$ cat src/deiu_consts.svh
// Offsets, field positions, reset values and thresholds of the event interrupt unit
`ifndef DEIU_CONSTS_SVH
`define DEIU_CONSTS_SVH

// ---------
// Register offsets
// ---------
`define DEIU_OFS_IRQ_ENABLE_A  7'h03
`define DEIU_OFS_IRQ_ENABLE_B  7'h04
`define DEIU_OFS_IRQ_FLAGS_A   7'h05
`define DEIU_OFS_IRQ_FLAGS_B   7'h06
`define DEIU_OFS_IRQ_ROUTE_A   7'h07
`define DEIU_OFS_IRQ_ROUTE_B   7'h08
`define DEIU_OFS_FRAME_PIN_CFG 7'h09

// ---------
// Implemented bits and reset values
// ---------
`define DEIU_MASK_A            8'h7f
`define DEIU_MASK_B            8'hf7
`define DEIU_MASK_FRAME        8'h33
`define DEIU_RST_REG           8'h00

// ---------
// Bit positions, group a
// ---------
`define DEIU_BIT_SYNC_LOST     6
`define DEIU_BIT_SYNC_LOCKED   5
`define DEIU_BIT_SYNC_DONE     4
`define DEIU_BIT_PLL_UNLOCK    3
`define DEIU_BIT_PLL_LOCK      2
`define DEIU_BIT_OVER_THRESH   1
`define DEIU_BIT_OUTPUT_MUTE   0

// ---------
// Bit positions, group b
// ---------
`define DEIU_BIT_PARITY_FAIL   7
`define DEIU_BIT_SAMPLE_CHECK  6
`define DEIU_BIT_DLL_WARN      5
`define DEIU_BIT_DLL_LOCK      4
`define DEIU_BIT_FIFO_UNDER    2
`define DEIU_BIT_FIFO_OVER     1
`define DEIU_BIT_FIFO_LEVEL    0

// ---------
// Frame pin config fields
// ---------
`define DEIU_BIT_PARITY_USE    5
`define DEIU_BIT_FRAME_USE     4
`define DEIU_FN_NONE           2'h0
`define DEIU_FN_PARITY         2'h1
`define DEIU_FN_FRAME          2'h2

// ---------
// FIFO level alert thresholds
// ---------
`define DEIU_FIFO_LOW          3'h1
`define DEIU_FIFO_HIGH         3'h6

`endif

$ cat src/deiu_pkg.sv
// Types shared by the event interrupt unit
package deiu_pkg;

    typedef logic [7:0] deiu_byte_t;
    typedef logic [6:0] deiu_addr_t;
    typedef logic [1:0] deiu_pin_fn_t;

    typedef enum logic [1:0] {
        DEIU_ST_INSTR,
        DEIU_ST_DATA,
        DEIU_ST_DONE
    } deiu_spi_state_e;

endpackage

$ cat src/deiu_flag_bank.sv
// Sticky event flags, write one to clear, set wins over clear
`timescale 1ns/10ps
module deiu_flag_bank #(
    parameter int W = 8
) (
    // Clock and reset
    input  wire logic         clk,
    input  wire logic         rst_b,
    // Events and software clear
    input  wire logic [W-1:0] set_vec,
    input  wire logic         clr_en,
    input  wire logic [W-1:0] clr_vec,
    // Flags
    output logic      [W-1:0] flags_ff
);

    logic [W-1:0] nxt_flags;

    always_comb begin
        nxt_flags = flags_ff;
        if (clr_en) begin
            nxt_flags = nxt_flags & ~clr_vec;
        end
        nxt_flags = nxt_flags | set_vec;
    end

    always_ff @(posedge clk or negedge rst_b) begin
        if (!rst_b) begin
            flags_ff <= '0;
        end else begin
            flags_ff <= nxt_flags;
        end
    end

endmodule // deiu_flag_bank

$ cat src/deiu_spi_slave.sv
// Three-wire serial control port: instruction byte then one data byte
`timescale 1ns/10ps
module deiu_spi_slave
    import deiu_pkg::*;
(
    // Clock and reset
    input  wire logic             clk,
    input  wire logic             rst_b,
    // Serial pins
    input  wire logic             sclk,
    input  wire logic             cs_b,
    input  wire logic             sdio_in,
    output logic                  sdio_out,
    output logic                  sdio_oe,
    // Register access
    output deiu_pkg::deiu_addr_t  addr_ff,
    output logic                  wr_ff,
    output deiu_pkg::deiu_byte_t  wdata_ff,
    input  wire deiu_pkg::deiu_byte_t rd_data
);

    logic [1:0]      sclk_sync_ff;
    logic [1:0]      cs_sync_ff;
    logic [1:0]      sd_sync_ff;
    logic            sclk_prev_ff;
    logic            rise;
    logic            fall;
    deiu_spi_state_e state_ff;
    logic [2:0]      cnt_ff;
    logic [6:0]      shift_ff;
    logic            rd_ff;
    deiu_byte_t      tx_ff;

    // ---------
    // Pin synchronisers
    // ---------
    always_ff @(posedge clk or negedge rst_b) begin
        if (!rst_b) begin
            sclk_sync_ff <= 2'h0;
            cs_sync_ff   <= 2'h3;
            sd_sync_ff   <= 2'h0;
            sclk_prev_ff <= 1'b0;
        end else begin
            sclk_sync_ff <= {sclk_sync_ff[0], sclk};
            cs_sync_ff   <= {cs_sync_ff[0], cs_b};
            sd_sync_ff   <= {sd_sync_ff[0], sdio_in};
            sclk_prev_ff <= sclk_sync_ff[1];
        end
    end

    assign rise = sclk_sync_ff[1] & ~sclk_prev_ff;
    assign fall = ~sclk_sync_ff[1] & sclk_prev_ff;

    // ---------
    // Frame sequencer, MSB first
    // ---------
    always_ff @(posedge clk or negedge rst_b) begin
        if (!rst_b) begin
            state_ff <= DEIU_ST_INSTR;
            cnt_ff   <= 3'h0;
            shift_ff <= 7'h00;
            rd_ff    <= 1'b0;
            addr_ff  <= 7'h00;
            wr_ff    <= 1'b0;
            wdata_ff <= 8'h00;
        end else begin
            wr_ff <= 1'b0;
            if (cs_sync_ff[1]) begin
                state_ff <= DEIU_ST_INSTR;
                cnt_ff   <= 3'h0;
            end else if (rise) begin
                shift_ff <= {shift_ff[5:0], sd_sync_ff[1]};
                cnt_ff   <= cnt_ff + 3'h1;
                case (state_ff)
                    DEIU_ST_INSTR: begin
                        if (cnt_ff == 3'h7) begin
                            rd_ff    <= shift_ff[6];
                            addr_ff  <= {shift_ff[5:0], sd_sync_ff[1]};
                            state_ff <= DEIU_ST_DATA;
                        end
                    end
                    DEIU_ST_DATA: begin
                        if (cnt_ff == 3'h7) begin
                            wr_ff    <= ~rd_ff;
                            wdata_ff <= {shift_ff, sd_sync_ff[1]};
                            state_ff <= DEIU_ST_DONE;
                        end
                    end
                    default: begin
                        state_ff <= DEIU_ST_DONE;
                    end
                endcase
            end
        end
    end

    // ---------
    // Read data driven on falling edges
    // ---------
    always_ff @(posedge clk or negedge rst_b) begin
        if (!rst_b) begin
            tx_ff   <= 8'h00;
            sdio_oe <= 1'b0;
        end else if (cs_sync_ff[1]) begin
            sdio_oe <= 1'b0;
        end else if (fall) begin
            if (state_ff == DEIU_ST_DATA && rd_ff) begin
                sdio_oe <= 1'b1;
                tx_ff   <= (cnt_ff == 3'h0) ? rd_data : {tx_ff[6:0], 1'b0};
            end else begin
                sdio_oe <= 1'b0;
            end
        end
    end

    assign sdio_out = tx_ff[7];

endmodule // deiu_spi_slave

$ cat src/deiu_top.sv
// Event interrupt unit: flags, enables, routing, frame pin config, serial port
//
// Functional notes
// - Group a enables at bits 6..0, all reset to zero.
// - Group b enables at bits 7..4 and 2..0, bit 3 unused, reset zero.
// - Sync loss sets flag a bit 6.
// - Sync lock sets flag a bit 5.
// - Sync procedure finished sets flag a bit 4.
// - PLL losing lock sets flag a bit 3.
// - PLL achieving lock sets flag a bit 2.
// - Input power above threshold sets flag a bit 1.
// - Output forced to midscale sets flag a bit 0.
// - Parity check failure sets flag b bit 7.
// - Sample check mismatch sets flag b bit 6.
// - DLL warning sets flag b bit 5.
// - DLL reaching lock sets flag b bit 4.
// - Read pointer catching write pointer sets flag b bit 2.
// - Write pointer catching read pointer sets flag b bit 1.
// - FIFO occupancy at most 1 or at least 6 sets flag b bit 0.
// - Route bit 1 steers a source to pin b, 0 to pin a.
// - Route registers share bit positions with enable and flag registers.
`timescale 1ns/10ps
`include "deiu_consts.svh"
module deiu_top (
    // Clock and reset
    input  wire logic                 clk,
    input  wire logic                 rst_b,
    // Serial control port
    input  wire logic                 spi_sclk,
    input  wire logic                 spi_cs_b,
    input  wire logic                 spi_sdio_in,
    output logic                      spi_sdio_out,
    output logic                      spi_sdio_oe,
    // Sync, clock and power status
    input  wire logic                 ev_sync_lost,
    input  wire logic                 ev_sync_locked,
    input  wire logic                 ev_sync_done,
    input  wire logic                 ev_pll_unlock,
    input  wire logic                 ev_pll_lock,
    input  wire logic                 ev_over_threshold,
    input  wire logic                 ev_output_muted,
    // Data interface status
    input  wire logic                 ev_parity_fail,
    input  wire logic                 ev_sample_check_fail,
    input  wire logic                 ev_dll_warning,
    input  wire logic                 ev_dll_lock,
    // FIFO pointers
    input  wire logic [2:0]           fifo_wr_ptr,
    input  wire logic [2:0]           fifo_rd_ptr,
    input  wire logic                 fifo_wr_adv,
    input  wire logic                 fifo_rd_adv,
    // Interrupt pins
    output logic                      irq_out_a,
    output logic                      irq_out_b,
    // Shared pin configuration
    output logic                      parity_pin_in_use,
    output logic                      frame_pin_in_use,
    output deiu_pkg::deiu_pin_fn_t    shared_pin_function
);
    import deiu_pkg::*;

    // ----------------------------------------
    // Helpers
    // ----------------------------------------
    function automatic logic ptr_catch(input logic [2:0] mover,
                                       input logic [2:0] target);
        ptr_catch = ((mover + 3'h1) == target);
    endfunction

    function automatic logic hit(input deiu_addr_t a,
                                 input deiu_addr_t ofs);
        hit = (a == ofs);
    endfunction

    // ----------------------------------------
    // Declarations
    // ----------------------------------------
    deiu_addr_t   reg_addr;
    logic         reg_wr;
    deiu_byte_t   reg_wdata;
    deiu_byte_t   rd_data;
    logic         sdio_out_int;
    logic         sdio_oe_int;

    deiu_byte_t   enable_a_ff;
    deiu_byte_t   enable_b_ff;
    deiu_byte_t   route_a_ff;
    deiu_byte_t   route_b_ff;
    deiu_byte_t   frame_cfg_ff;

    logic [6:0]   stat_a;
    logic [6:0]   stat_a_prev_ff;
    logic [6:0]   set_a;
    logic [7:0]   stat_b;
    logic [7:0]   stat_b_prev_ff;
    logic [7:0]   set_b;
    logic [6:0]   flags_a;
    logic [7:0]   flags_b;

    logic [2:0]   fifo_fill;
    logic         fifo_level_alert;
    logic         fifo_under;
    logic         fifo_over;

    logic         pend_a;
    logic         pend_b;

    // ----------------------------------------
    // Serial port
    // ----------------------------------------
    deiu_spi_slave u_spi (
        .clk      (clk),
        .rst_b    (rst_b),
        .sclk     (spi_sclk),
        .cs_b     (spi_cs_b),
        .sdio_in  (spi_sdio_in),
        .sdio_out (sdio_out_int),
        .sdio_oe  (sdio_oe_int),
        .addr_ff  (reg_addr),
        .wr_ff    (reg_wr),
        .wdata_ff (reg_wdata),
        .rd_data  (rd_data)
    );

    assign spi_sdio_out = sdio_out_int;
    assign spi_sdio_oe  = sdio_oe_int;

    // ----------------------------------------
    // Enable registers
    // ----------------------------------------
    always_ff @(posedge clk or negedge rst_b) begin
        if (!rst_b) begin
            enable_a_ff <= `DEIU_RST_REG;
        end else if (reg_wr && hit(reg_addr, `DEIU_OFS_IRQ_ENABLE_A)) begin
            enable_a_ff <= reg_wdata & `DEIU_MASK_A;
        end
    end

    always_ff @(posedge clk or negedge rst_b) begin
        if (!rst_b) begin
            enable_b_ff <= `DEIU_RST_REG;
        end else if (reg_wr && hit(reg_addr, `DEIU_OFS_IRQ_ENABLE_B)) begin
            enable_b_ff <= reg_wdata & `DEIU_MASK_B;
        end
    end

    // ----------------------------------------
    // Routing registers
    // ----------------------------------------
    always_ff @(posedge clk or negedge rst_b) begin
        if (!rst_b) begin
            route_a_ff <= `DEIU_RST_REG;
        end else if (reg_wr && hit(reg_addr, `DEIU_OFS_IRQ_ROUTE_A)) begin
            route_a_ff <= reg_wdata & `DEIU_MASK_A;
        end
    end

    always_ff @(posedge clk or negedge rst_b) begin
        if (!rst_b) begin
            route_b_ff <= `DEIU_RST_REG;
        end else if (reg_wr && hit(reg_addr, `DEIU_OFS_IRQ_ROUTE_B)) begin
            route_b_ff <= reg_wdata & `DEIU_MASK_B;
        end
    end

    // ----------------------------------------
    // Frame pin configuration
    // ----------------------------------------
    always_ff @(posedge clk or negedge rst_b) begin
        if (!rst_b) begin
            frame_cfg_ff <= `DEIU_RST_REG;
        end else if (reg_wr && hit(reg_addr, `DEIU_OFS_FRAME_PIN_CFG)) begin
            frame_cfg_ff <= reg_wdata & `DEIU_MASK_FRAME;
        end
    end

    always_ff @(posedge clk or negedge rst_b) begin
        if (!rst_b) begin
            parity_pin_in_use   <= 1'b0;
            frame_pin_in_use    <= 1'b0;
            shared_pin_function <= `DEIU_FN_NONE;
        end else begin
            parity_pin_in_use   <= frame_cfg_ff[`DEIU_BIT_PARITY_USE];
            frame_pin_in_use    <= frame_cfg_ff[`DEIU_BIT_FRAME_USE];
            shared_pin_function <= frame_cfg_ff[1:0];
        end
    end

    // ----------------------------------------
    // FIFO pointer events
    // ----------------------------------------
    assign fifo_fill        = fifo_wr_ptr - fifo_rd_ptr;
    assign fifo_level_alert = (fifo_fill <= `DEIU_FIFO_LOW) ||
                              (fifo_fill >= `DEIU_FIFO_HIGH);
    assign fifo_under       = fifo_rd_adv && !fifo_wr_adv &&
                              ptr_catch(fifo_rd_ptr, fifo_wr_ptr);
    assign fifo_over        = fifo_wr_adv && !fifo_rd_adv &&
                              ptr_catch(fifo_wr_ptr, fifo_rd_ptr);

    // ----------------------------------------
    // Status vectors in flag bit order
    // ----------------------------------------
    always_comb begin
        stat_a = 7'h00;
        stat_a[`DEIU_BIT_SYNC_LOST]   = ev_sync_lost;
        stat_a[`DEIU_BIT_SYNC_LOCKED] = ev_sync_locked;
        stat_a[`DEIU_BIT_SYNC_DONE]   = ev_sync_done;
        stat_a[`DEIU_BIT_PLL_UNLOCK]  = ev_pll_unlock;
        stat_a[`DEIU_BIT_PLL_LOCK]    = ev_pll_lock;
        stat_a[`DEIU_BIT_OVER_THRESH] = ev_over_threshold;
        stat_a[`DEIU_BIT_OUTPUT_MUTE] = ev_output_muted;
    end

    always_comb begin
        stat_b = 8'h00;
        stat_b[`DEIU_BIT_PARITY_FAIL]  = ev_parity_fail;
        stat_b[`DEIU_BIT_SAMPLE_CHECK] = ev_sample_check_fail;
        stat_b[`DEIU_BIT_DLL_WARN]     = ev_dll_warning;
        stat_b[`DEIU_BIT_DLL_LOCK]     = ev_dll_lock;
        stat_b[`DEIU_BIT_FIFO_LEVEL]   = fifo_level_alert;
    end

    // ----------------------------------------
    // Rising edge of each status condition, pointer catch events set directly
    // ----------------------------------------
    always_ff @(posedge clk or negedge rst_b) begin
        if (!rst_b) begin
            stat_a_prev_ff <= 7'h00;
            stat_b_prev_ff <= 8'h00;
        end else begin
            stat_a_prev_ff <= stat_a;
            stat_b_prev_ff <= stat_b;
        end
    end

    always_comb begin
        set_a = stat_a & ~stat_a_prev_ff;
        set_b = stat_b & ~stat_b_prev_ff;
        set_b[`DEIU_BIT_FIFO_UNDER] = fifo_under;
        set_b[`DEIU_BIT_FIFO_OVER]  = fifo_over;
        set_b[3] = 1'b0;
    end

    // ----------------------------------------
    // Sticky flags
    // ----------------------------------------
    deiu_flag_bank #(
        .W (7)
    ) u_flags_a (
        .clk      (clk),
        .rst_b    (rst_b),
        .set_vec  (set_a),
        .clr_en   (reg_wr && hit(reg_addr, `DEIU_OFS_IRQ_FLAGS_A)),
        .clr_vec  (reg_wdata[6:0]),
        .flags_ff (flags_a)
    );

    deiu_flag_bank #(
        .W (8)
    ) u_flags_b (
        .clk      (clk),
        .rst_b    (rst_b),
        .set_vec  (set_b),
        .clr_en   (reg_wr && hit(reg_addr, `DEIU_OFS_IRQ_FLAGS_B)),
        .clr_vec  (reg_wdata),
        .flags_ff (flags_b)
    );

    // ----------------------------------------
    // Interrupt pins
    // ----------------------------------------
    always_comb begin
        pend_a = |({1'b0, flags_a} & enable_a_ff & ~route_a_ff) |
                 |(flags_b & enable_b_ff & ~route_b_ff);
        pend_b = |({1'b0, flags_a} & enable_a_ff & route_a_ff) |
                 |(flags_b & enable_b_ff & route_b_ff);
    end

    always_ff @(posedge clk or negedge rst_b) begin
        if (!rst_b) begin
            irq_out_a <= 1'b0;
            irq_out_b <= 1'b0;
        end else begin
            irq_out_a <= pend_a;
            irq_out_b <= pend_b;
        end
    end

    // ----------------------------------------
    // Readback, unmapped reads as zero
    // ----------------------------------------
    always_comb begin
        case (reg_addr)
            `DEIU_OFS_IRQ_ENABLE_A:  rd_data = enable_a_ff;
            `DEIU_OFS_IRQ_ENABLE_B:  rd_data = enable_b_ff;
            `DEIU_OFS_IRQ_FLAGS_A:   rd_data = {1'b0, flags_a};
            `DEIU_OFS_IRQ_FLAGS_B:   rd_data = flags_b;
            `DEIU_OFS_IRQ_ROUTE_A:   rd_data = route_a_ff;
            `DEIU_OFS_IRQ_ROUTE_B:   rd_data = route_b_ff;
            `DEIU_OFS_FRAME_PIN_CFG: rd_data = frame_cfg_ff;
            default:                 rd_data = 8'h00;
        endcase
    end

endmodule // deiu_top

$ cat config.mk
export PLATFORM = sky130hd
export DESIGN_NAME = deiu_top
export DESIGN_NICKNAME = d
export VERILOG_FILES = /design/src/deiu_pkg.sv /design/src/deiu_flag_bank.sv /design/src/deiu_spi_slave.sv /design/src/deiu_top.sv
export VERILOG_INCLUDE_DIRS = /design/src
export SDC_FILE = /design/constraint.sdc
export NUM_CORES = 1
export LEC_CHECK = 0
export BUFFER_PORTS_ARGS = -buffer_cell sky130_fd_sc_hd__buf_2
export CAP_MARGIN = 20
export CELL_PAD_IN_SITES_DETAIL_PLACEMENT = 0
export CELL_PAD_IN_SITES_GLOBAL_PLACEMENT = 1
export CORE_MARGIN = 2
export CORE_UTILIZATION = 44
export CTS_CLUSTER_SIZE = 25
export DETAILED_ROUTE_END_ITERATION = 10
export PLACE_DENSITY_LB_ADDON = 0.15
export SETUP_SLACK_MARGIN = 0.1
export SYNTH_ARGS = -nofsm -noshare
export SYNTH_HDL_FRONTEND = slang
export SYNTH_SLANG_ARGS = --single-unit
$ cat constraint.sdc
create_clock -name clk -period 1.8 [get_ports clk]
set_input_delay 0.36 -clock clk [delete_from_list [all_inputs] [get_ports clk]]
set_output_delay 0.36 -clock clk [all_outputs]
set_load 0.005 [all_outputs]
# Word level (Yosys, flattened, before mapping)
# Cells that the tools add are included.
# op_classes
eq_ne,13
reduce_logical,28
add_sub_neg,4
bitwise,26
magnitude_cmp,2
muxes,18
# op_table
operator,n
8-bit case mux with 7 select lines,1
8-bit AND,6
8-bit OR reduction,4
7-bit AND,4
"7-bit by 3-bit equality test with 1-bit output, second input constant",4
8-bit NOT,3
8-bit two-way mux,2
"7-bit by 4-bit equality test with 1-bit output, second input constant",2
7-bit NOT,2
1-bit logical AND,12
"3-bit by 1-bit adder with 3-bit output, second input constant",3
2-bit two-way mux,4
7-bit NOT with 8-bit output,1
8-bit bitwise OR,1
4-bit AND reduction,2
"7-bit by 2-bit equality test with 1-bit output, second input constant",1
1-bit two-way mux,7
7-bit two-way mux,1
7-bit bitwise OR,1
3-bit equality test,2
3-bit two-way mux,2
"3-bit by 1-bit != test with 1-bit output, second input constant",2
3-bit AND reduction,2
1-bit NOT,4
other kinds (14),18
# totals
reg_bits,110
wordCells,118
in_bits,24
output_inout_bits,8

# Logic depth before layout (Yosys ltp)
# Gate-level depths: netlist of run 1.
# depth
ltp_word,5
mapped_depth,7

# Modules after synthesis
# A second synthesis of run 1 with hierarchy kept.
# unflattened
cells_unflattened,392
area_unflattened_um2,5001.0
# by_module_without_submodules
module,n_inst,area_each_um2,seq_area_each_um2,cells_each
deiu_top,1,2603.7,1251.2,226
deiu_spi_slave,1,1845.5,1128.6,120
deiu_flag_bank at u_flags_b,1,297.8,200.2,25
deiu_flag_bank at u_flags_a,1,254.0,175.2,21

# Least setup slack after synthesis of run 1
# Ideal clock, no wire load.
# synth_path
kind,register -> register
start,reg u_spi.addr_ff[2]
end,reg enable_a_ff[0]
setup_ns,0.125
t_required_ns,1.675
path_slack_ns,-0.084
path_stages_with_launch,5
arrival_ns,1.759
n_path_buf,1
path_cell_list,dfrtp_1 -> or4_1 -> buf_2 -> nor4_4 -> mux2_2
# synth_via
elab_chain_cells,2
# synth_lines
item,line_no,rtl
from (decl),deiu_spi_slave.sv:16,"output deiu_pkg::deiu_addr_t addr_ff,"
from (signal assigned),deiu_spi_slave.sv:78,"addr_ff <= {shift_ff[5:0], sd_sync_ff[1]};"
7-bit by 2-bit equality test with 1-bit output,deiu_top.sv:72,hit = (a == ofs);
1-bit logical AND,deiu_top.sv:134,"end else if (reg_wr && hit(reg_addr, `DEIU_OFS_IRQ_ENABLE_A)) begin"
to (signal assigned),deiu_top.sv:133,enable_a_ff <= `DEIU_RST_REG;
to (signal assigned),deiu_top.sv:135,enable_a_ff <= reg_wdata & `DEIU_MASK_A;
to (decl),deiu_top.sv:85,deiu_byte_t enable_a_ff;
# No other way between the ends.
# A chain may end at the register's enable or synchronous reset.

# Worst setup path in the final report of run 1
# layout_path
start,reg u_spi.addr_ff[6]
end,reg route_a_ff[1]
# layout_via
elab_chain_cells,2
# layout_lines
item,line_no,rtl
7-bit by 3-bit equality test with 1-bit output,deiu_top.sv:72,
1-bit logical AND,deiu_top.sv:153,"end else if (reg_wr && hit(reg_addr, `DEIU_OFS_IRQ_ROUTE_A)) begin"
to (signal assigned),deiu_top.sv:152,route_a_ff <= `DEIU_RST_REG;
to (signal assigned),deiu_top.sv:154,route_a_ff <= reg_wdata & `DEIU_MASK_A;
to (decl),deiu_top.sv:87,deiu_byte_t route_a_ff;
# No other way between the ends.

==> impl_metrics.py, run 1 <==
metrics = {
    "synth": {
        "synth_top_cells_by_area": "dfrtp_1 (54%), mux2_2 (13%), nand2_1 (3.5%), a22o_1 (2.8%), nor4_4 (1.7%)",
        "synth_edf_count": 0,
        "synth_area_sq_um": 5030,
        "yosys_warnings": 0,
        "ys_ff_latch": 110,
        "syn-num-nets": 442,
        "yosysTopAreaCell": "dfrtp_1",
        "synth_seq_area_share_pct": 54.8,
        "synth_top_cell_area_share_pct": 53.8,
        "syn_area_per_cell_sq_um": 12.2,
        "synthArstFlopShare_pct": 100,
        "syn_inst": 411,
        "synth_cell_types": 52,
        "ys.flop_type": "dfrtp_1",
    },
    "timing": {
        "drv_slew": 0,
        "rsz0062_at_grt": "true",
        "hold_violations": 0,
        "finalClockSkew_ns": 0.00961,
        "hold_ws_ns": 0.0968,
        "slew_headroom_pct": 71.7,
        "setup_slack_ns": -0.0125,
        "max_freq_mhz": 552,
        "worst_slew_pin_slew_ns": 0.425,
        "setup_viol": 6,
        "period_needed_ns": 1.81,
        "layout_worst_path_cycle_share_pct": 101,
    },
    "floorplanning": {
        "dieArea_sq_um": 12300,
        "core_area_sq_um": 11300,
        "dieWidth_microns": 111,
        "num_rows": 39,
        "io_pins": 32,
        "initial_utilization_pct": 44.6,
        "die_h_microns": 111,
    },
    "grt": {
        "antenna_found_initial": 0,
        "grt_pass1_wl_mm": 20.3,
        "gr-usage-all-layers_pct": 21.2,
        "grt-ovfl-total": 0,
        "grt_max_degree": 47,
        "grt_pass1_vias": 3705,
    },
    "drt": {
        "routed_wl_mm": 12.1,
        "post_drt_via_cell_ratio": 5.52,
        "wl_met1_mm": 5.70,
        "met3_length_microns": 453,
        "ant_nets": 0,
        "dr_wl_met2_mm": 5.69,
        "drc": 0,
        "wl_per_cell_microns": 18.8,
        "dr.first_iter.drc_count": 216,
        "vias": 3550,
        "top_layer": "met4",
        "dr.pass1.iters": 4,
    },
    "status": {
        "violations": "negative setup slack",
        "status": "finished with violations",
    },
    "finish": {
        "stdcell_area_sq_um": 6480,
        "final_cells": 643,
        "antenna_cells": 0,
        "fin_util_pct": 57.5,
        "area_growth_pct": 28.9,
        "layout-drive-gt1-share_pct": 42.2,
        "nets": 526,
    },
    "clocking": {
        "clk_pin_slew_ns": 0.07,
        "cts_inserted_buffers": 9,
        "cts_tree": "built",
        "cts.path.max_buffers": 2,
        "htreeDepth": 3,
        "cts_sinks": 110,
        "cts-root-buf": "clkbuf_16",
        "clock_latency_ns": 0.36,
    },
    "power": {
        "switchingPower_mw": 1.18,
        "power_frac_comb_pct": 5.5,
        "power.density_nw_per_um2": 801,
        "pwr-share-clk_pct": 42.7,
        "ir_worst_vdd_mv": 0.608,
        "leakagePower_nw": 3.00,
        "switching_share_pct": 22.7,
        "power_frac_seq_pct": 51.8,
        "p_int_mw": 4.01,
    },
    "min_path": {
        "hp-class": "in -> reg",
    },
    "setup_path": {
        "crit_path_top_delay_cell": "dfrtp_1",
        "crit_chain": "or3_1 -> buf_6 -> buf_12 -> nor2_8 -> nand4_4 -> mux2_2",
        "startpoint_type": "flop",
        "path_buf_inv": 2,
        "path_class": "reg -> reg",
        "required_ns": 2.04,
        "critPathArrivalTime_ns": 2.06,
        "slowest_delay_ns": 0.39,
        "path_max_fanout": 7,
        "critPathTopFamily": "simple AND/OR/NAND/NOR gates",
        "critical_path.endpoint_type": "flop",
    },
    "place": {
        "place_inst": 609,
        "dp_hpwl_mm": 8.62,
        "io_buffers": 31,
        "dpl_cell_area_sq_um": 5670,
        "gp_congestion": 0.898,
    },
    "run": {
        "drv_cap": 0,
    },
}
[worst paths after layout]
kind	startpoint	endpoint	slack, ns	depth (start not counted)
setup / recovery	u_spi.addr_ff[6]	route_a_ff[1]	-0.01	6
hold / removal	spi_cs_b	u_spi.cs_sync_ff[0]	0.1	1
setup reg to reg	u_spi.addr_ff[6]	route_a_ff[1]	-0.01	6
hold reg to reg	u_spi.sd_sync_ff[0]	u_spi.sd_sync_ff[1]	0.35	0
max in group asynchronous	rst_b	u_spi.cs_sync_ff[1]	0.69	3
min in group asynchronous	rst_b	stat_a_prev_ff[0]	0.47	2
[flip-flops by register name, indices dropped and copies added (netlist names), 3 cells and up]
name and count:
frame_cfg_ff 4, u_spi.wdata_ff 8, enable_a_ff 7, u_spi.shift_ff 7, u_spi.cnt_ff 3, enable_b_ff 7, route_a_ff 7, stat_a_prev_ff 7
u_flags_a.flags_ff 7, u_spi.addr_ff 7, u_spi.tx_ff 8, stat_b_prev_ff 5, route_b_ff 7, u_flags_b.flags_ff 8
[cell usage after synthesis (all sizes together), types with 4 or more instances]
cell	count
a22o	16
nor2	15
mux2i	4
nand2	47
o221ai	4
xnor2	5
clkbuf	9
nor3	7
nand3	11
nand3b	9
nor4	7
nand2b	5
buf	6
inv	22
dfrtp	108
ha	6
a21oi	6
o22ai	8
mux2	58
nand4	4
a211oi	7
[cell type report]
cell class                      count  area (sq um)
Tap cell                          143           179
Clock buffer                       10           239
Multi-Input combinational cell    264          2400
Inverter                           22          82.6
Clock inverter                      6          97.6
Timing Repair Buffer               88           726
Sequential cell                   110          2760
Fill cell                         945          4790
[metrics by stage]
stage	setup TNS (ns)	worst slack, ns	power (mW)
after CTS	-0.368	-0.0368	5.25
after detailed placement	-0.374	-0.0577	3.01
final	-0.0282	-0.0125	5.19
after floorplan	-0.0646	-0.00923	2.84
after global placement	-0.385	-0.0349	3.00
after global routing	-1.86	-0.109	5.39
[kinds of logic (layout without fill, tap and decap cells)]
kind of cell	Yosys count	in the layout	synth area share (%)
buffers and inverters	37	126	3.04
AO/OA/AOI/OAI	57	57	8.69
multiplexers	65	65	15.1
XOR/XNOR	8	8	1.39
AND/OR/NAND/NOR	127	127	15.0
adder cells (fa/ha/maj)	7	7	1.89
flip-flops	110	110	54.8
[routing by layer]
metal / vias up / GRT usage (%)
met5: - / 0
met4: 0 / 8.25
met3: 19 / 4.26
met2: 61 / 33.1
met1: 1808 / 29.4
li1: 1662 / -
[power by group through the flow]
stage / registers [mW] / logic [mW] / clock network [mW]
after detailed placement: 2.73 / 0.281 / 0
final: 2.69 / 0.284 / 2.22
after CTS: 2.69 / 0.291 / 2.28
after global routing: 2.70 / 0.325 / 2.37
after floorplan: 2.69 / 0.153 / 0
after global placement: 2.73 / 0.268 / 0
[worst reg2reg max path: cells and delay by family (launching register included)]
kind          cells  cell delay (ns)
buf+inv           2             0.28
flops             1             0.39
mux               1             0.33
simple gates      3             0.70
[cell usage in the layout, fill, tap and decap left out, types with 12 or more instances in the layout]
cell type and count:
a22o_1 16, mux2_4 20, inv_1 22, nand2_1 36
mux2_2 38, nor2_1 12, dfrtp_1 107, buf_2 30
buf_4 36, buf_6 13
[repair_timing]
action	4_1_cts	5_1_grt
resized for setup	68	13
hold endpoints to repair	27	0
cloned	1	0
buffers inserted	12	4
pin swaps	16	13
hold buffers	1	0
endpoints found under the setup margin	70	70
Power figures use the tool's default switching activity.
==> run 2, diff against run 1 <==
- CORE_UTILIZATION: 44 -> 45
- CTS_BUF_LIST: unset -> sky130_fd_sc_hd__clkbuf_4
==> impl_metrics.py, run 2 (synthesized netlist as in run 1, its figures left out) <==
metrics = {
    "timing": {
        "hold_ws_ns": 0.126,
        "finalClockSkew_ns": 0.0155,
        "max_freq_mhz": 544,
        "rsz0062_at_grt": "true",
        "drv_slew": 0,
        "slew_headroom_pct": 69.8,
        "worst_slew_pin_slew_ns": 0.454,
        "finalSetupTns_ns": -0.279,
        "period_needed_ns": 1.84,
        "setup_viol": 15,
        "setup_slack_ns": -0.0393,
        "layout_worst_path_cycle_share_pct": 102,
        "hold_violations": 0,
    },
    "grt": {
        "gr-usage-all-layers_pct": 22.7,
        "grt-ovfl-total": 0,
        "grt_pass1_wl_mm": 19.9,
        "antenna_found_initial": 0,
        "grt_pass1_vias": 3653,
        "grt_max_degree": 36,
    },
    "drt": {
        "dr.pass1.iters": 4,
        "dr.first_iter.drc_count": 182,
        "wl_per_cell_microns": 18.5,
        "routed_wl_mm": 12.2,
        "vias": 3618,
        "drc": 0,
        "post_drt_via_cell_ratio": 5.48,
        "ant_nets": 0,
    },
    "place": {
        "dpl_cell_area_sq_um": 5680,
        "dp_hpwl_mm": 8.51,
        "dp_worst_setup_slack_ns": -0.0764,
        "gp_congestion": 0.873,
        "io_buffers": 31,
        "place_inst": 607,
    },
    "run": {
        "drv_cap": 0,
    },
    "min_path": {
        "hp-class": "in -> reg",
    },
    "floorplanning": {
        "die_h_microns": 110,
        "io_pins": 32,
        "initial_utilization_pct": 46.2,
        "num_rows": 38,
        "dieWidth_microns": 110,
        "dieArea_sq_um": 12000,
        "core_area_sq_um": 10900,
    },
    "clocking": {
        "cts_sinks": 110,
        "cts_tree": "built",
        "clock_latency_ns": 0.49,
        "htreeDepth": 3,
        "cts.path.max_buffers": 2,
        "cts_inserted_buffers": 9,
        "clk_pin_slew_ns": 0.15,
        "cts-root-buf": "clkbuf_4",
    },
    "finish": {
        "fin_util_pct": 59.2,
        "layout_commonest_cell": "dfrtp_1",
        "reg_top3": "u_flags_b.flags_ff x8, u_spi.tx_ff x8, u_spi.wdata_ff x8",
        "area_growth_pct": 28.3,
        "fillCellCount": 904,
        "nets": 546,
        "layout-drive-gt1-share_pct": 40.0,
        "final_cell_mix": "dfrtp_1 (106), buf_4 (46), nand2_1 (40)",
        "final_cells": 660,
        "antenna_cells": 0,
        "stdcell_area_sq_um": 6450,
    },
    "status": {
        "violations": "negative setup slack",
        "status": "finished with violations",
    },
    "setup_path": {
        "crit_chain": "or3_4 -> buf_12 -> nor4_4 -> buf_4 -> mux2_4",
        "path_class": "reg -> reg",
        "critical_path.endpoint_type": "flop",
        "critPathArrivalTime_ns": 2.23,
        "startpoint_type": "flop",
        "crit_path_top_delay_cell": "dfrtp_1",
        "slowest_delay_ns": 0.43,
        "path_max_fanout": 5,
        "required_ns": 2.19,
    },
    "power": {
        "leakagePower_nw": 2.93,
        "design_power_total_mw": 4.34,
        "power.density_nw_per_um2": 672,
        "ir_worst_vdd_mv": 0.469,
    },
}
## run 2: repair_timing
action,in CTS,in global routing
endpoints found under the setup margin,70,70
gates cloned,1,0
endpoints found under the hold margin,43,0
pin swaps,20,12
setup buffers,16,7
hold buffers,15,0
gates resized for setup,57,18
## run 2: critical path, delay by kind of cell, from the launching register on
family                 cells  cell delay (ns)
flip-flops                 1             0.43
AND/OR/NAND/NOR            2             0.66
buffers and inverters      2             0.35
multiplexers               1             0.30
## run 2: area by class of cell
| cell class | instances | area [sq um] | share of cell area (%) |
|---|---|---|---|
| inverters | 22 | 82.6 | 1.28 |
| repair buffers | 108 | 893 | 13.9 |
| clock buffers | 10 | 75.1 | 1.16 |
| well taps | 140 | 175 | 2.72 |
| flip-flops and latches | 110 | 2760 | 42.8 |
| clock inverters | 6 | 76.3 | 1.18 |
| multi-input cells | 264 | 2390 | 37.0 |
## run 2: per-layer routing
metal | part of all wire (%) | up-vias | GRT usage, %
met5 | 0 | - | 0
met4 | 2.2 | 0 | 9.22
met3 | 3.0 | 20 | 3.68
met2 | 46 | 61 | 34.0
met1 | 48 | 1827 | 32.8
li1 | - | 1710 | -
## run 2: path summary, 6_finish.rpt
check / startpoint / endpoint / slack (ns) / cells past startpoint
worst min-delay path: fifo_rd_adv / u_flags_b.flags_ff[2] / 0.13 / 2
min in group asynchronous: rst_b / u_spi.tx_ff[5] / 0.35 / 2
worst min register to register: u_spi.cs_sync_ff[0] / u_spi.cs_sync_ff[1] / 0.37 / 0
worst max-delay path: u_spi.addr_ff[5] / frame_cfg_ff[5] / -0.04 / 5
worst max register to register: u_spi.addr_ff[5] / frame_cfg_ff[5] / -0.04 / 5
max in group asynchronous: rst_b / u_spi.cs_sync_ff[1] / 0.83 / 3
## run 2: power breakdown
| part | switching (mW) | total (mW) | leakage, nW | internal [mW] |
|---|---|---|---|---|
| sequential | 0.0979 | 2.68 | 1.41 | 2.58 |
| clock | 0.781 | 1.35 | 0.0829 | 0.564 |
| combinational | 0.139 | 0.310 | 1.44 | 0.171 |
==> run 3, diff against run 2 <==
--- a/constraint.sdc
+++ b/constraint.sdc
@@ -3,2 +3,2 @@
 set_output_delay 0.36 -clock clk [all_outputs]
-set_load 0.005 [all_outputs]
+set_load 0.1 [all_outputs]
==> impl_metrics.py, run 3 (synthesized netlist as in run 1, its figures left out) <==
metrics = {
    "setup_path": {
        "critical_path.endpoint_type": "flop",
        "crit_chain": "or3_4 -> buf_12 -> nor4_4 -> buf_4 -> mux2_4",
        "critPathTopFamily": "simple AND/OR/NAND/NOR gates",
        "crit_path_top_delay_cell": "dfrtp_1",
        "path_class": "reg -> reg",
        "crit_start": "u_spi.addr_ff[5]",
        "slowest_delay_ns": 0.43,
        "path_max_fanout": 5,
        "path_buf_inv": 2,
        "required_ns": 2.19,
        "worstReg2RegStart": "u_spi.addr_ff[5]",
        "critPathArrivalTime_ns": 2.23,
        "startpoint_type": "flop",
    },
    "drt": {
        "vias": 3617,
        "post_drt_via_cell_ratio": 5.48,
        "ant_nets": 0,
        "wl_per_cell_microns": 18.5,
        "routed_wl_mm": 12.2,
        "dr.first_iter.drc_count": 169,
        "drc": 0,
        "dr.pass1.iters": 4,
    },
    "place": {
        "io_buffers": 31,
        "dpl_cell_area_sq_um": 5680,
        "gp_congestion": 0.873,
        "dp_hpwl_mm": 8.51,
    },
    "min_path": {
        "hp-start": "fifo_rd_adv",
        "hp-class": "in -> reg",
    },
    "grt": {
        "gr-usage-all-layers_pct": 22.7,
        "grt_pass1_wl_mm": 19.9,
        "grt-ovfl-total": 0,
        "antenna_found_initial": 0,
        "grt_max_degree": 36,
        "grt_pass1_vias": 3653,
    },
    "run": {
        "drv_cap": 0,
    },
    "timing": {
        "worst_slew_pin_slew_ns": 0.485,
        "finalClockSkew_ns": 0.0163,
        "max_freq_mhz": 544,
        "hold_violations": 0,
        "slew_headroom_pct": 67.9,
        "layout_worst_path_cycle_share_pct": 102,
        "period_needed_ns": 1.84,
        "setup_viol": 20,
        "rsz0062_at_grt": "true",
        "finalSetupTns_ns": -0.294,
        "setup_slack_ns": -0.0383,
        "drv_slew": 0,
    },
    "status": {
        "violations": "negative setup slack",
        "status": "finished with violations",
    },
    "finish": {
        "antenna_cells": 0,
        "reg_top3": "u_flags_b.flags_ff x8, u_spi.tx_ff x8, u_spi.wdata_ff x8",
        "stdcell_area_sq_um": 6450,
        "layout_commonest_cell": "dfrtp_1",
        "multiInputGateArea_sq_um": 2390,
        "layout-drive-gt1-share_pct": 40.0,
        "fillCellCount": 902,
        "layout.area.seq_sq_um": 2760,
        "final_cell_mix": "dfrtp_1 (106), buf_4 (46), nand2_1 (40)",
        "area_growth_pct": 28.4,
        "nets": 546,
    },
    "clocking": {
        "cts_inserted_buffers": 9,
        "cts-root-buf": "clkbuf_4",
        "htreeDepth": 3,
        "cts.path.max_buffers": 2,
        "clk_pin_slew_ns": 0.15,
        "cts_sinks": 110,
        "cts_tree": "built",
        "clock_latency_ns": 0.49,
    },
    "floorplanning": {
        "dieArea_sq_um": 12000,
        "initial_utilization_pct": 46.2,
        "num_rows": 38,
        "core_area_sq_um": 10900,
        "die_h_microns": 110,
        "io_pins": 32,
        "dieWidth_microns": 110,
    },
    "power": {
        "ir_worst_vdd_mv": 0.469,
        "power.density_nw_per_um2": 672,
        "leakagePower_nw": 2.92,
    },
}
run 3: cell types whose count changed in the layout (fill, tap and decap cells not counted), sizes merged:
cell    previous run  this run
buf               93        91
clkbuf            10        12
run 3: cell type report:
cell class | instances | share of cell area [%]
inverter | 22 | 1.28
sequential | 110 | 42.7
tap | 140 | 2.71
clock inverter | 6 | 1.18
clock buffer | 10 | 1.16
multi-input combinational | 264 | 37.0
timing repair buffer | 108 | 13.9
run 3: layer usage:
layer | global-route usage, % | part of all wire [%] | vias to the layer above
met5 | 0 | 0 | -
met4 | 9.22 | 2.3 | 0
met3 | 3.68 | 2.8 | 20
met2 | 34.0 | 46 | 62
met1 | 32.8 | 49 | 1827
li1 | - | - | 1708
run 3: through the flow:
stage	setup WS, ns	instances	util (%)	hold slack [ns]	power (mW)
6_report	-0.0383	660	59.3	0.124	4.34
5_1_grt	-0.116	660	59.3	0.109	4.54
4_1_cts	-0.0298	655	58.4	0.0957	4.40
3_5_place_dp	-0.0764	607	52.1	0.336	3.01
3_3_place_gp	-0.0486	607	52.1	0.333	3.00
2_1_floorplan	-0.00923	411	-	0.0644	2.84
run 3: final timing paths:
check                                         to  depth (start not counted)  slack [ns]
setup / recovery                 frame_cfg_ff[5]                          5       -0.04
hold / removal             u_flags_b.flags_ff[2]                          2        0.12
setup reg to reg                 frame_cfg_ff[5]                          5       -0.04
hold reg to reg              u_spi.cs_sync_ff[1]                          0        0.37
max in group asynchronous    u_spi.cs_sync_ff[1]                          3        0.82
min in group asynchronous         u_spi.tx_ff[5]                          2        0.35
run 3: report_power, final:
part	switching [mW]	leakage, nW	total [mW]	internal, mW
Clock	0.782	0.0829	1.35	0.564
Sequential	0.0980	1.41	2.68	2.58
Combinational	0.139	1.44	0.310	0.171
Total	1.02	2.92	4.34	3.32
run 3: what timing repair did:
item | 4_1_cts | 5_1_grt
gates cloned | 1 | 0
endpoints found under the hold margin | 43 | 0
endpoints found under the setup margin | 70 | 72
gates resized for setup | 57 | 20
setup buffers | 16 | 7
hold buffers | 15 | 0
pin swaps | 20 | 12
